$ cat src/pkg/tbc_pkg.sv
// Purpose: shared constants for the timer-two baud / clock-out block
// Assumes: apb register map, one word per register
// Notes: offsets are byte addresses
package tbc_pkg;
  localparam logic [7:0] ADDR_CTRL = 8'h00;
  localparam logic [7:0] ADDR_MODE = 8'h04;
  localparam logic [7:0] ADDR_RLDL = 8'h08;
  localparam logic [7:0] ADDR_RLDH = 8'h0c;
  localparam logic [7:0] ADDR_CNTL = 8'h10;
  localparam logic [7:0] ADDR_CNTH = 8'h14;
  localparam logic [7:0] ADDR_MASK = 8'h18;
  localparam logic [7:0] ADDR_STAT = 8'h1c;
  // control and mode register field positions
  localparam int CT_OVF = 7;
  localparam int CT_EXF = 6;
  localparam int CT_RXS = 5;
  localparam int CT_TXS = 4;
  localparam int CT_EXEN = 3;
  localparam int CT_RUN = 2;
  localparam int CT_TCS = 1;
  localparam int CT_CRS = 0;
  localparam int MD_CKOE = 1;
  // mask register field positions
  localparam int IM_GLB = 7;
  localparam int IM_RSV = 6;
  localparam int IM_T2 = 5;
  localparam int IM_SER = 4;
  localparam int IM_T1 = 3;
  localparam int IM_X1 = 2;
  localparam int IM_T0 = 1;
  localparam int IM_X0 = 0;
  localparam logic [7:0] RST_BYTE = 8'h00;
  // oscillator-derived prescale counts at the state and machine rates
  localparam int STATE_DIV = 2;
  localparam int MACH_DIV = 12;
  localparam int BAUD_DIV = 16;
  localparam logic [3:0] MACH_LAST = 4'hb;
endpackage

$ cat src/pkg/tbc_cnt_if.sv
// Purpose: carries counter controls and overflow between modules
// Assumes: one clock
// Notes: none
`timescale 1ns/1ps
`default_nettype none
interface tbc_cnt_if;
  logic tick;
  logic load_wr_l;
  logic load_wr_h;
  logic [7:0] wdata;
  logic ovf;
  logic [15:0] count;
  logic [15:0] reload;
  logic reload_en;
  modport ctl (output tick, output load_wr_l, output load_wr_h, output wdata,
    output reload, output reload_en, input ovf, input count);
  modport cnt (input tick, input load_wr_l, input load_wr_h, input wdata,
    input reload, input reload_en, output ovf, output count);
endinterface
`default_nettype wire

$ cat src/hw/tbc_counter.sv
// Purpose: 16-bit up counter with auto-reload on rollover
// Assumes: tick is a one-cycle enable
// Notes: software loads bypass the reload path
`timescale 1ns/1ps
`default_nettype none
module tbc_counter (
  // clock and reset
  input wire logic clk,
  input wire logic rst_n,
  // control side
  tbc_cnt_if.cnt c
);
  typedef struct packed {
    logic [15:0] cnt;
    logic ovf;
  } tbc_cst_t;
  tbc_cst_t st, next_st;
  always_comb
  begin
    next_st = st;
    next_st.ovf = 1'b0;
    if (c.load_wr_l)
    begin
      next_st.cnt[7:0] = c.wdata;
    end
    else if (c.load_wr_h)
    begin
      next_st.cnt[15:8] = c.wdata;
    end
    else if (c.tick)
    begin
      if (st.cnt == 16'hffff)
      begin
        next_st.ovf = 1'b1;
        next_st.cnt = c.reload_en ? c.reload : 16'h0000; // [RULE3] [RULE21]
      end
      else
      begin
        next_st.cnt = st.cnt + 16'h0001;
      end
    end
  end
  always_ff @(posedge clk or negedge rst_n)
  begin
    if (!rst_n)
      st <= '0;
    else
      st <= next_st;
  end
  assign c.ovf = st.ovf;
  assign c.count = st.cnt;
endmodule
`default_nettype wire

$ cat src/hw/tbc_sync.sv
// Purpose: three-stage pin synchroniser with agreement filter
// Assumes: async input
// Notes: stage one feeds stage two only
`timescale 1ns/1ps
`default_nettype none
module tbc_sync (
  // clock and reset
  input wire logic clk,
  input wire logic rst_n,
  // pin
  input wire logic pin,
  // filtered level
  output logic level
);
  typedef struct packed {
    logic s1;
    logic s2;
    logic s3;
    logic lvl;
  } tbc_sst_t;
  tbc_sst_t st, next_st;
  always_comb
  begin
    next_st = st;
    next_st.s1 = pin;
    next_st.s2 = st.s1;
    next_st.s3 = st.s2;
    if (st.s2 == st.s3)
      next_st.lvl = st.s3;
  end
  always_ff @(posedge clk or negedge rst_n)
  begin
    if (!rst_n)
      st <= 4'hf;
    else
      st <= next_st;
  end
  assign level = st.lvl;
endmodule
`default_nettype wire

$ cat src/hw/tbc_top.sv
// What this block does
// [RULE1] either clock select enters baud mode
// [RULE2] tx and rx pick timers independently
// [RULE3] high byte rollover reloads full counter
// [RULE4] baud clock is overflow rate over sixteen
// [RULE5] baud ticks half osc, timer twelfth
// [RULE6] reload is high then low bytes
// [RULE7] baud rollover sets no flag, no irq
// [RULE8] baud falling trigger sets flag, no reload
// [RULE9] software stops run before counter access
// [RULE10] clock-out when select clear, enable set
// [RULE11] clock-out is osc over four-times span
// [RULE12] clock-out rollovers raise no interrupt
// [RULE13] baud and clock-out share reload value
// [RULE14] six sources, each masked, global gate
// [RULE15] timer two request is flag or
// [RULE16] flags set at their state phase
// [RULE17] mask bit one enables, fixed layout
// [RULE18] global clear acknowledges nothing
// [RULE19] software writes no reserved ones
// [RULE20] select picks timer two else one
// [RULE21] clock select forces auto-reload
// [RULE22] clock-out toggles every overflow
// Purpose: timer two baud generator, clock-out and interrupt mask
// Assumes: clk is the oscillator; apb slave, 32-bit data
// Notes: capture and up/down counting are left out
//
// Our own choices: the register addresses and the APB register port.
`timescale 1ns/1ps
`default_nettype none
module tbc_top (
  // clock and reset
  input wire logic clk,
  input wire logic rst_n,
  // apb slave
  input wire logic psel,
  input wire logic penable,
  input wire logic pwrite,
  input wire logic [7:0] paddr,
  input wire logic [31:0] pwdata,
  output logic [31:0] prdata,
  output logic pready,
  output logic pslverr,
  // pins
  input wire logic external_trigger_pin,
  output logic clock_out_pin,
  output logic clock_out_pin_oe,
  // serial port clocks
  input wire logic timer_one_ovf,
  output logic tx_baud_tick,
  output logic rx_baud_tick,
  // interrupt sources and request
  input wire logic external_irq_zero,
  input wire logic external_irq_one,
  input wire logic overflow_flag_t0,
  input wire logic overflow_flag_t1,
  input wire logic serial_irq,
  output logic [5:0] irq_pending,
  output logic timer_two_irq
);
  typedef struct packed {
    logic [7:0] ctrl;
    logic [7:0] mode;
    logic [7:0] rld_l;
    logic [7:0] rld_h;
    logic [7:0] mask;
    logic [3:0] pre;
    logic [3:0] tx_div;
    logic [3:0] rx_div;
    logic tx_tick;
    logic rx_tick;
    logic ckout;
    logic trig_q;
    logic [31:0] rdata;
  } tbc_st_t;
  tbc_st_t st, next_st;
  tbc_cnt_if ci();
  logic trig_lvl;
  logic baud_mode;
  logic ckout_mode;
  logic tick;
  logic acc;
  logic wr;
  logic [5:0] src;
  tbc_sync u_sync (
    .clk(clk),
    .rst_n(rst_n),
    .pin(external_trigger_pin),
    .level(trig_lvl)
  );
  tbc_counter u_cnt (
    .clk(clk),
    .rst_n(rst_n),
    .c(ci.cnt)
  );
  assign baud_mode = st.ctrl[tbc_pkg::CT_RXS] | st.ctrl[tbc_pkg::CT_TXS]; // [RULE1]
  assign ckout_mode = !st.ctrl[tbc_pkg::CT_TCS] && st.mode[tbc_pkg::MD_CKOE]; // [RULE10]
  // baud and clock-out both run at state rate; plain timer at machine rate
  assign tick = st.ctrl[tbc_pkg::CT_RUN] && (((baud_mode || ckout_mode) // [RULE5]
    && st.pre[0] == 1'b1) || st.pre == tbc_pkg::MACH_LAST);
  assign acc = psel && penable;
  assign wr = acc && pwrite;
  assign ci.tick = tick;
  assign ci.reload = {st.rld_h, st.rld_l}; // [RULE6] [RULE13]
  // capture is not built, so every mode auto-reloads
  assign ci.reload_en = 1'b1; // [RULE21]
  assign ci.wdata = pwdata[7:0];
  assign ci.load_wr_l = wr && paddr == tbc_pkg::ADDR_CNTL; // [RULE9]
  assign ci.load_wr_h = wr && paddr == tbc_pkg::ADDR_CNTH;
  always_comb
  begin
    next_st = st;
    next_st.tx_tick = 1'b0;
    next_st.rx_tick = 1'b0;
    next_st.trig_q = trig_lvl;
    next_st.pre = (st.pre == tbc_pkg::MACH_LAST) ? 4'h0 : st.pre + 4'h1;
    if (ci.ovf && baud_mode)
    begin
      next_st.tx_div = st.tx_div + 4'h1; // [RULE4]
      next_st.rx_div = st.rx_div + 4'h1;
      next_st.tx_tick = st.tx_div == 4'hf;
      next_st.rx_tick = st.rx_div == 4'hf;
    end
    if (ci.ovf && ckout_mode)
      next_st.ckout = !st.ckout; // [RULE22] [RULE11]
    if (wr)
    begin
      if (paddr == tbc_pkg::ADDR_CTRL)
        next_st.ctrl = pwdata[7:0];
      else if (paddr == tbc_pkg::ADDR_MODE)
        next_st.mode = pwdata[7:0];
      else if (paddr == tbc_pkg::ADDR_RLDL)
        next_st.rld_l = pwdata[7:0];
      else if (paddr == tbc_pkg::ADDR_RLDH)
        next_st.rld_h = pwdata[7:0];
      else if (paddr == tbc_pkg::ADDR_MASK)
        next_st.mask = pwdata[7:0]; // [RULE17]
    end
    // hardware set after the write so a same-cycle event beats the clear
    if (ci.ovf && !baud_mode && !ckout_mode)
      next_st.ctrl[tbc_pkg::CT_OVF] = 1'b1; // [RULE7] [RULE12] [RULE16]
    if (st.ctrl[tbc_pkg::CT_EXEN] && st.trig_q && !trig_lvl)
      next_st.ctrl[tbc_pkg::CT_EXF] = 1'b1; // [RULE8]
    next_st.rdata = 32'h0000_0000;
    if (acc && !pwrite)
    begin
      if (paddr == tbc_pkg::ADDR_CTRL)
        next_st.rdata = {24'h0, st.ctrl};
      else if (paddr == tbc_pkg::ADDR_MODE)
        next_st.rdata = {24'h0, st.mode};
      else if (paddr == tbc_pkg::ADDR_RLDL)
        next_st.rdata = {24'h0, st.rld_l};
      else if (paddr == tbc_pkg::ADDR_RLDH)
        next_st.rdata = {24'h0, st.rld_h};
      else if (paddr == tbc_pkg::ADDR_CNTL)
        next_st.rdata = {24'h0, ci.count[7:0]};
      else if (paddr == tbc_pkg::ADDR_CNTH)
        next_st.rdata = {24'h0, ci.count[15:8]};
      else if (paddr == tbc_pkg::ADDR_MASK)
        next_st.rdata = {24'h0, st.mask};
      else if (paddr == tbc_pkg::ADDR_STAT)
        next_st.rdata = {26'h0, src};
    end
  end
  always_ff @(posedge clk or negedge rst_n)
  begin
    if (!rst_n)
    begin
      st <= '0;
      st.trig_q <= 1'b1;
    end
    else
      st <= next_st;
  end
  // read data registered, so the access phase takes one wait cycle
  logic rd_wait;
  always_ff @(posedge clk or negedge rst_n)
  begin
    if (!rst_n)
      rd_wait <= 1'b0;
    else
      rd_wait <= acc && !pwrite && !rd_wait;
  end
  assign pready = pwrite ? 1'b1 : rd_wait;
  assign prdata = st.rdata;
  assign pslverr = 1'b0;
  assign src = {st.ctrl[tbc_pkg::CT_OVF] | st.ctrl[tbc_pkg::CT_EXF], // [RULE15]
    serial_irq, overflow_flag_t1, external_irq_one, overflow_flag_t0, external_irq_zero};
  // reserved bit six skipped; mask bits 5..0 line up with src
  assign irq_pending = st.mask[tbc_pkg::IM_GLB] ? (src & st.mask[5:0]) : 6'h00; // [RULE14] [RULE18]
  assign timer_two_irq = irq_pending[5];
  // timer one keeps feeding a direction whose select is clear
  assign tx_baud_tick = st.ctrl[tbc_pkg::CT_TXS] ? st.tx_tick : timer_one_ovf; // [RULE2] [RULE20]
  assign rx_baud_tick = st.ctrl[tbc_pkg::CT_RXS] ? st.rx_tick : timer_one_ovf; // [RULE20]
  assign clock_out_pin = st.ckout;
  assign clock_out_pin_oe = ckout_mode;

  // one pair of checks per source bit; mask bit six is reserved
  for (genvar g = 0; g < 6; g++)
  begin : gate_g

  end
endmodule
`default_nettype wire

$ cat config.mk
export PLATFORM = sky130hd
export DESIGN_NAME = tbc_top
export DESIGN_NICKNAME = d
export VERILOG_FILES = /design/src/pkg/tbc_pkg.sv /design/src/pkg/tbc_cnt_if.sv /design/src/hw/tbc_counter.sv /design/src/hw/tbc_sync.sv /design/src/hw/tbc_top.sv
export SDC_FILE = /design/constraint.sdc
export NUM_CORES = 1
export LEC_CHECK = 0
export ABC_AREA = 1
export BUFFER_PORTS_ARGS = -buffer_cell sky130_fd_sc_hd__buf_4
export CAP_MARGIN = 10
export CORE_UTILIZATION = 56
export CTS_CLUSTER_SIZE = 12
export DETAILED_ROUTE_END_ITERATION = 7
export PLACE_DENSITY = 0.84
export SETUP_SLACK_MARGIN = 0.5
export SLEW_MARGIN = 30
export SYNTH_ARGS = -nofsm -noshare
export SYNTH_HDL_FRONTEND = slang
export SYNTH_HIERARCHICAL = 1
export SYNTH_SLANG_ARGS = --single-unit
$ cat constraint.sdc
create_clock -name clk -period 2.7 [get_ports clk]
set_clock_uncertainty 0.2 [all_clocks]
set_input_delay 0.27 -clock clk [delete_from_list [all_inputs] [get_ports clk]]
set_output_delay 0.27 -clock clk [all_outputs]
set_load 0.05 [all_outputs]
==> metrics.csv <==
stage,metric,value,unit
synthesis,syn_inst,672,
placement,place_hpwl,9350,µm
clock_tree,cts.sinks,86,
run_status,outcome,"complete, no violations",
clock_tree,clock_latency,0.37,ns
worst_setup_path,cp_num_buf_inv,3,
placement,portBuffers,47,
finish,final_nets,787,
synthesis,yosys_warnings,6,
synthesis,syn_avg_cell_area,7.60,µm²
floorplanning,dieArea,0.00951,mm²
synthesis,synth.distinct_cells,38,
worst_setup_path,cp_slowest_stage_delay,0.39,ns
clock_tree,ctsRootBufferMaster,clkbuf_8,
worst_setup_path,start_kind,flip-flop,
finish,fin_util,66.3,%
run,drv_cap,0,
global_route,antenna_found_initial,0,
worst_setup_path,worstPathArrival,2.25,ns
drt,firstDrtPassIters,5,
finish,fillerInstances,740,
timing,worst_pin_slew,0.541,ns
clock_tree,clk_pin_slew,0.10,ns
finish,antenna_cells,0,
drt,via_per_inst,5.52,
pwr,peakVddDrop,0.238,mV
drt,routed-via-count,4655,
timing,finalCritPeriodShare,79.7,%
clock_tree,cts_buffers,9,
global_route,grt_use_total,27.9,%
placement,dp_cells,810,
finish,postLayoutCellArea,0.00581,mm²
finish,area_growth,13.8,%
global_route,grt_pass1_vias,4483,
drt,ant_nets,0,
synthesis,async_flop_share,100,%
clock_tree,h-tree-depth,3,
synthesis,syn_area,0.00511,mm²
finish,fin_cells,844,
hold_path,hold_class,in2reg,
timing,setup_viol,0,
drt,post-route-drc-count,0,
worst_setup_path,critPathMaxFanout,8,
global_route,grt_pass1_wl,21300,µm
timing,rsz0062_at_grt,true,
global_route,grt_overflow,0,
timing,layout_min_cycle_time,2.15,ns
synthesis,synth_edf_count,0,
timing,finalHoldViolCount,0,
placement,gp_congestion,0.950,
drt,routed_wirelength,12800,µm
synthesis,yosys_most_used_dff,dfrtp_1,
floorplanning,die_h,97.5,µm
timing,maxSlewHeadroom,63.8,%
timing,maxSlewViolCount,0,
timing,fin_setup_tns,0,ns
worst_setup_path,critPathMostFrequentCell,nor2_4,
global_route,met3_usage,4.17,%
worst_setup_path,critical_path_class,reg2reg,
floorplanning,fp.dieW,97.5,µm
floorplanning,rows,34,
worst_setup_path,cp.required,2.80,ns
global_route,grtUsageMet2,45.8,%
pwr,power_per_cell_area,438,mW/mm²
synthesis,ys_seq_elements,86,
drt,dr.first_iter.drc_count,382,
floorplanning,core,0.00876,mm²
timing,max_freq,465,MHz
timing,hold_ws,0.0326,ns
worst_setup_path,endpoint_kind,flip-flop,
global_route,use_met1,36.6,%
worst_setup_path,cp_cell_sequence,"ha_2, nand2_4, nor2_4, or2_4, inv_4, a211oi_4, inv_2, nor2_4, inv_2, nor2_4, o211ai_1, nand3_1",
global_route,grt_max_degree,48,
drt,avgRoutedWirePerCell,15.2,µm
floorplanning,num_io_pins,97,
finish,drive_gt1_share,20.4,%
clock_tree,cts_tree,done,
floorplanning,start_util,58.3,%
clock_tree,clk_path_buf_depth,2,
worst_setup_path,path_delay_family,simple AND/OR/NAND/NOR gates,
pwr,p_leak,2.87,nW
global_route,busiest_layer,met2,
synthesis,ys_seq_area_share,42.2,%
placement,dpl_cell_area,0.00541,mm²
worst_setup_path,crit_slowest_cell,dfrtp_1,
[report_power, final]
part,switching [mW],internal [mW],total [mW]
combinational,0.217,0.0825,0.299
clock,0.517,0.374,0.891
sequential,0.0385,1.32,1.36
[worst paths after layout]
check | to | slack [ns] | depth (start not counted) | startpoint
max | u_cnt/c.count[0] | 0.55 | 12 | st[44]
min | rd_wait | 0.03 | 3 | penable
max reg2reg | u_cnt/c.count[0] | 0.55 | 12 | st[44]
min reg2reg | u_sync/next_st[1] | 0.16 | 0 | u_sync/next_st[2]
max in group asynchronous | u_sync/level | 1.39 | 3 | rst_n
min in group asynchronous | st[86] | 0.23 | 2 | rst_n
[synthesized netlist by cell type, types with 3 or more instances]
library cell  number  area [µm²]
a21oi_1           30         150
buf_2              6        30.0
buf_4             35         263
buf_6              3        33.8
clkbuf_1           3        11.3
dfrtp_1           81        2030
dfstp_2            5         131
ha_1               4        50.1
inv_1             74         278
inv_2              7        26.3
nand2_1          175         657
nand2_2           11        68.8
nand2_4            4        45.0
nand3_1           61         305
nand3_2            3        30.0
nand4_1           13        81.3
nor2_1            54         203
nor2_2             6        37.5
nor2_4            10         113
nor3_1             4        20.0
o211ai_1           3        22.5
o21ai_0           14        70.1
o21ai_1           28         140
o21ai_2            9        78.8
xnor2_1            6        52.6
xor2_1             7        61.3
[layout by cell type, fill, tap and decap left out, types with 2 or more instances in the layout]
master and instances:
o211ai_1 3, a22o_1 2, nor2_4 13, nand2_2 11, nor2_1 52, dlygate4sd3_1 9
xnor2_1 6, nand3_1 61, a21oi_1 30, o21ai_1 28, o21ai_0 14, nand2_1 174
clkinvlp_4 3, nor3_1 4, buf_4 61, clkbuf_8 10, conb_1 26, nand4_1 13
o21ai_2 8, inv_1 69, dfstp_2 5, xor2_1 7, inv_2 10, nand3_2 3
inv_6 2, or2_0 2, nand2_4 5, dfrtp_1 81, nor2_2 5, ha_1 3
[per-stage QoR]
step | power (mW) | setup slack, ns
CTS | 2.55 | 0.481
global route | 2.63 | 0.448
finish | 2.55 | 0.549
global placement | 1.66 | 0.329
detailed placement | 1.67 | 0.233
floorplan | 1.59 | 0.571
[per-layer routing]
metal,wire [µm],share of wire (%),vias to the layer above
met1,5250,41,2193
met3,926,7.2,37
li1,-,-,2197
met2,6200,48,228
met4,415,3.2,0
met5,0,0,-
[timing repair]
| action | CTS | global route |
|---|---|---|
| setup buffers | 4 | 5 |
| hold buffers | 9 | 0 |
| endpoints found under the setup margin | 17 | 17 |
| pin swaps | 8 | 11 |
| resized for setup | 13 | 4 |
| hold endpoints to repair | 45 | 0 |
[cells by family (layout without fill, tap and decap cells)]
kind of cell    count (synthesis)  in the layout  synth area share [%]
flops                          86             86                  42.2
buf+inv                       130            170                  12.7
xor+xnor                       13             13                  2.23
simple gates                  348            348                  31.8
compound gates                 89             89                  9.87
fa+ha+maj                       4              4                 0.980
other cells                     2             26                 0.147
[worst reg2reg max path, delay by kind of cell (launching register included)]
kind                     cells  cell delay, ns
AO/OA/AOI/OAI                2            0.37
adder cells (fa/ha/maj)      1            0.22
buffers and inverters        3            0.19
flip-flops                   1            0.39
AND/OR/NAND/NOR              6            0.72
[layout make-up]
type,instances,area [µm²],area share [%]
inverters,83,319,5.49
clock buffers,10,138,2.37
repair buffers,71,568,9.77
well taps,108,135,2.32
clock inverters,6,52.6,0.904
flip-flops and latches,86,2160,37.1
multi-input cells,480,2440,42.0
[flip-flops by register name (all words and copies together) (netlist names)]
name	count
st	39
ci.reload	16
u_cnt/c.count	16
prdata	8
u_sync/next_st	2
clock_out_pin	1
rd_wait	1
u_cnt/c.ovf	1
u_sync/level	1
u_sync/st	1
Power figures use the tool's default switching activity.
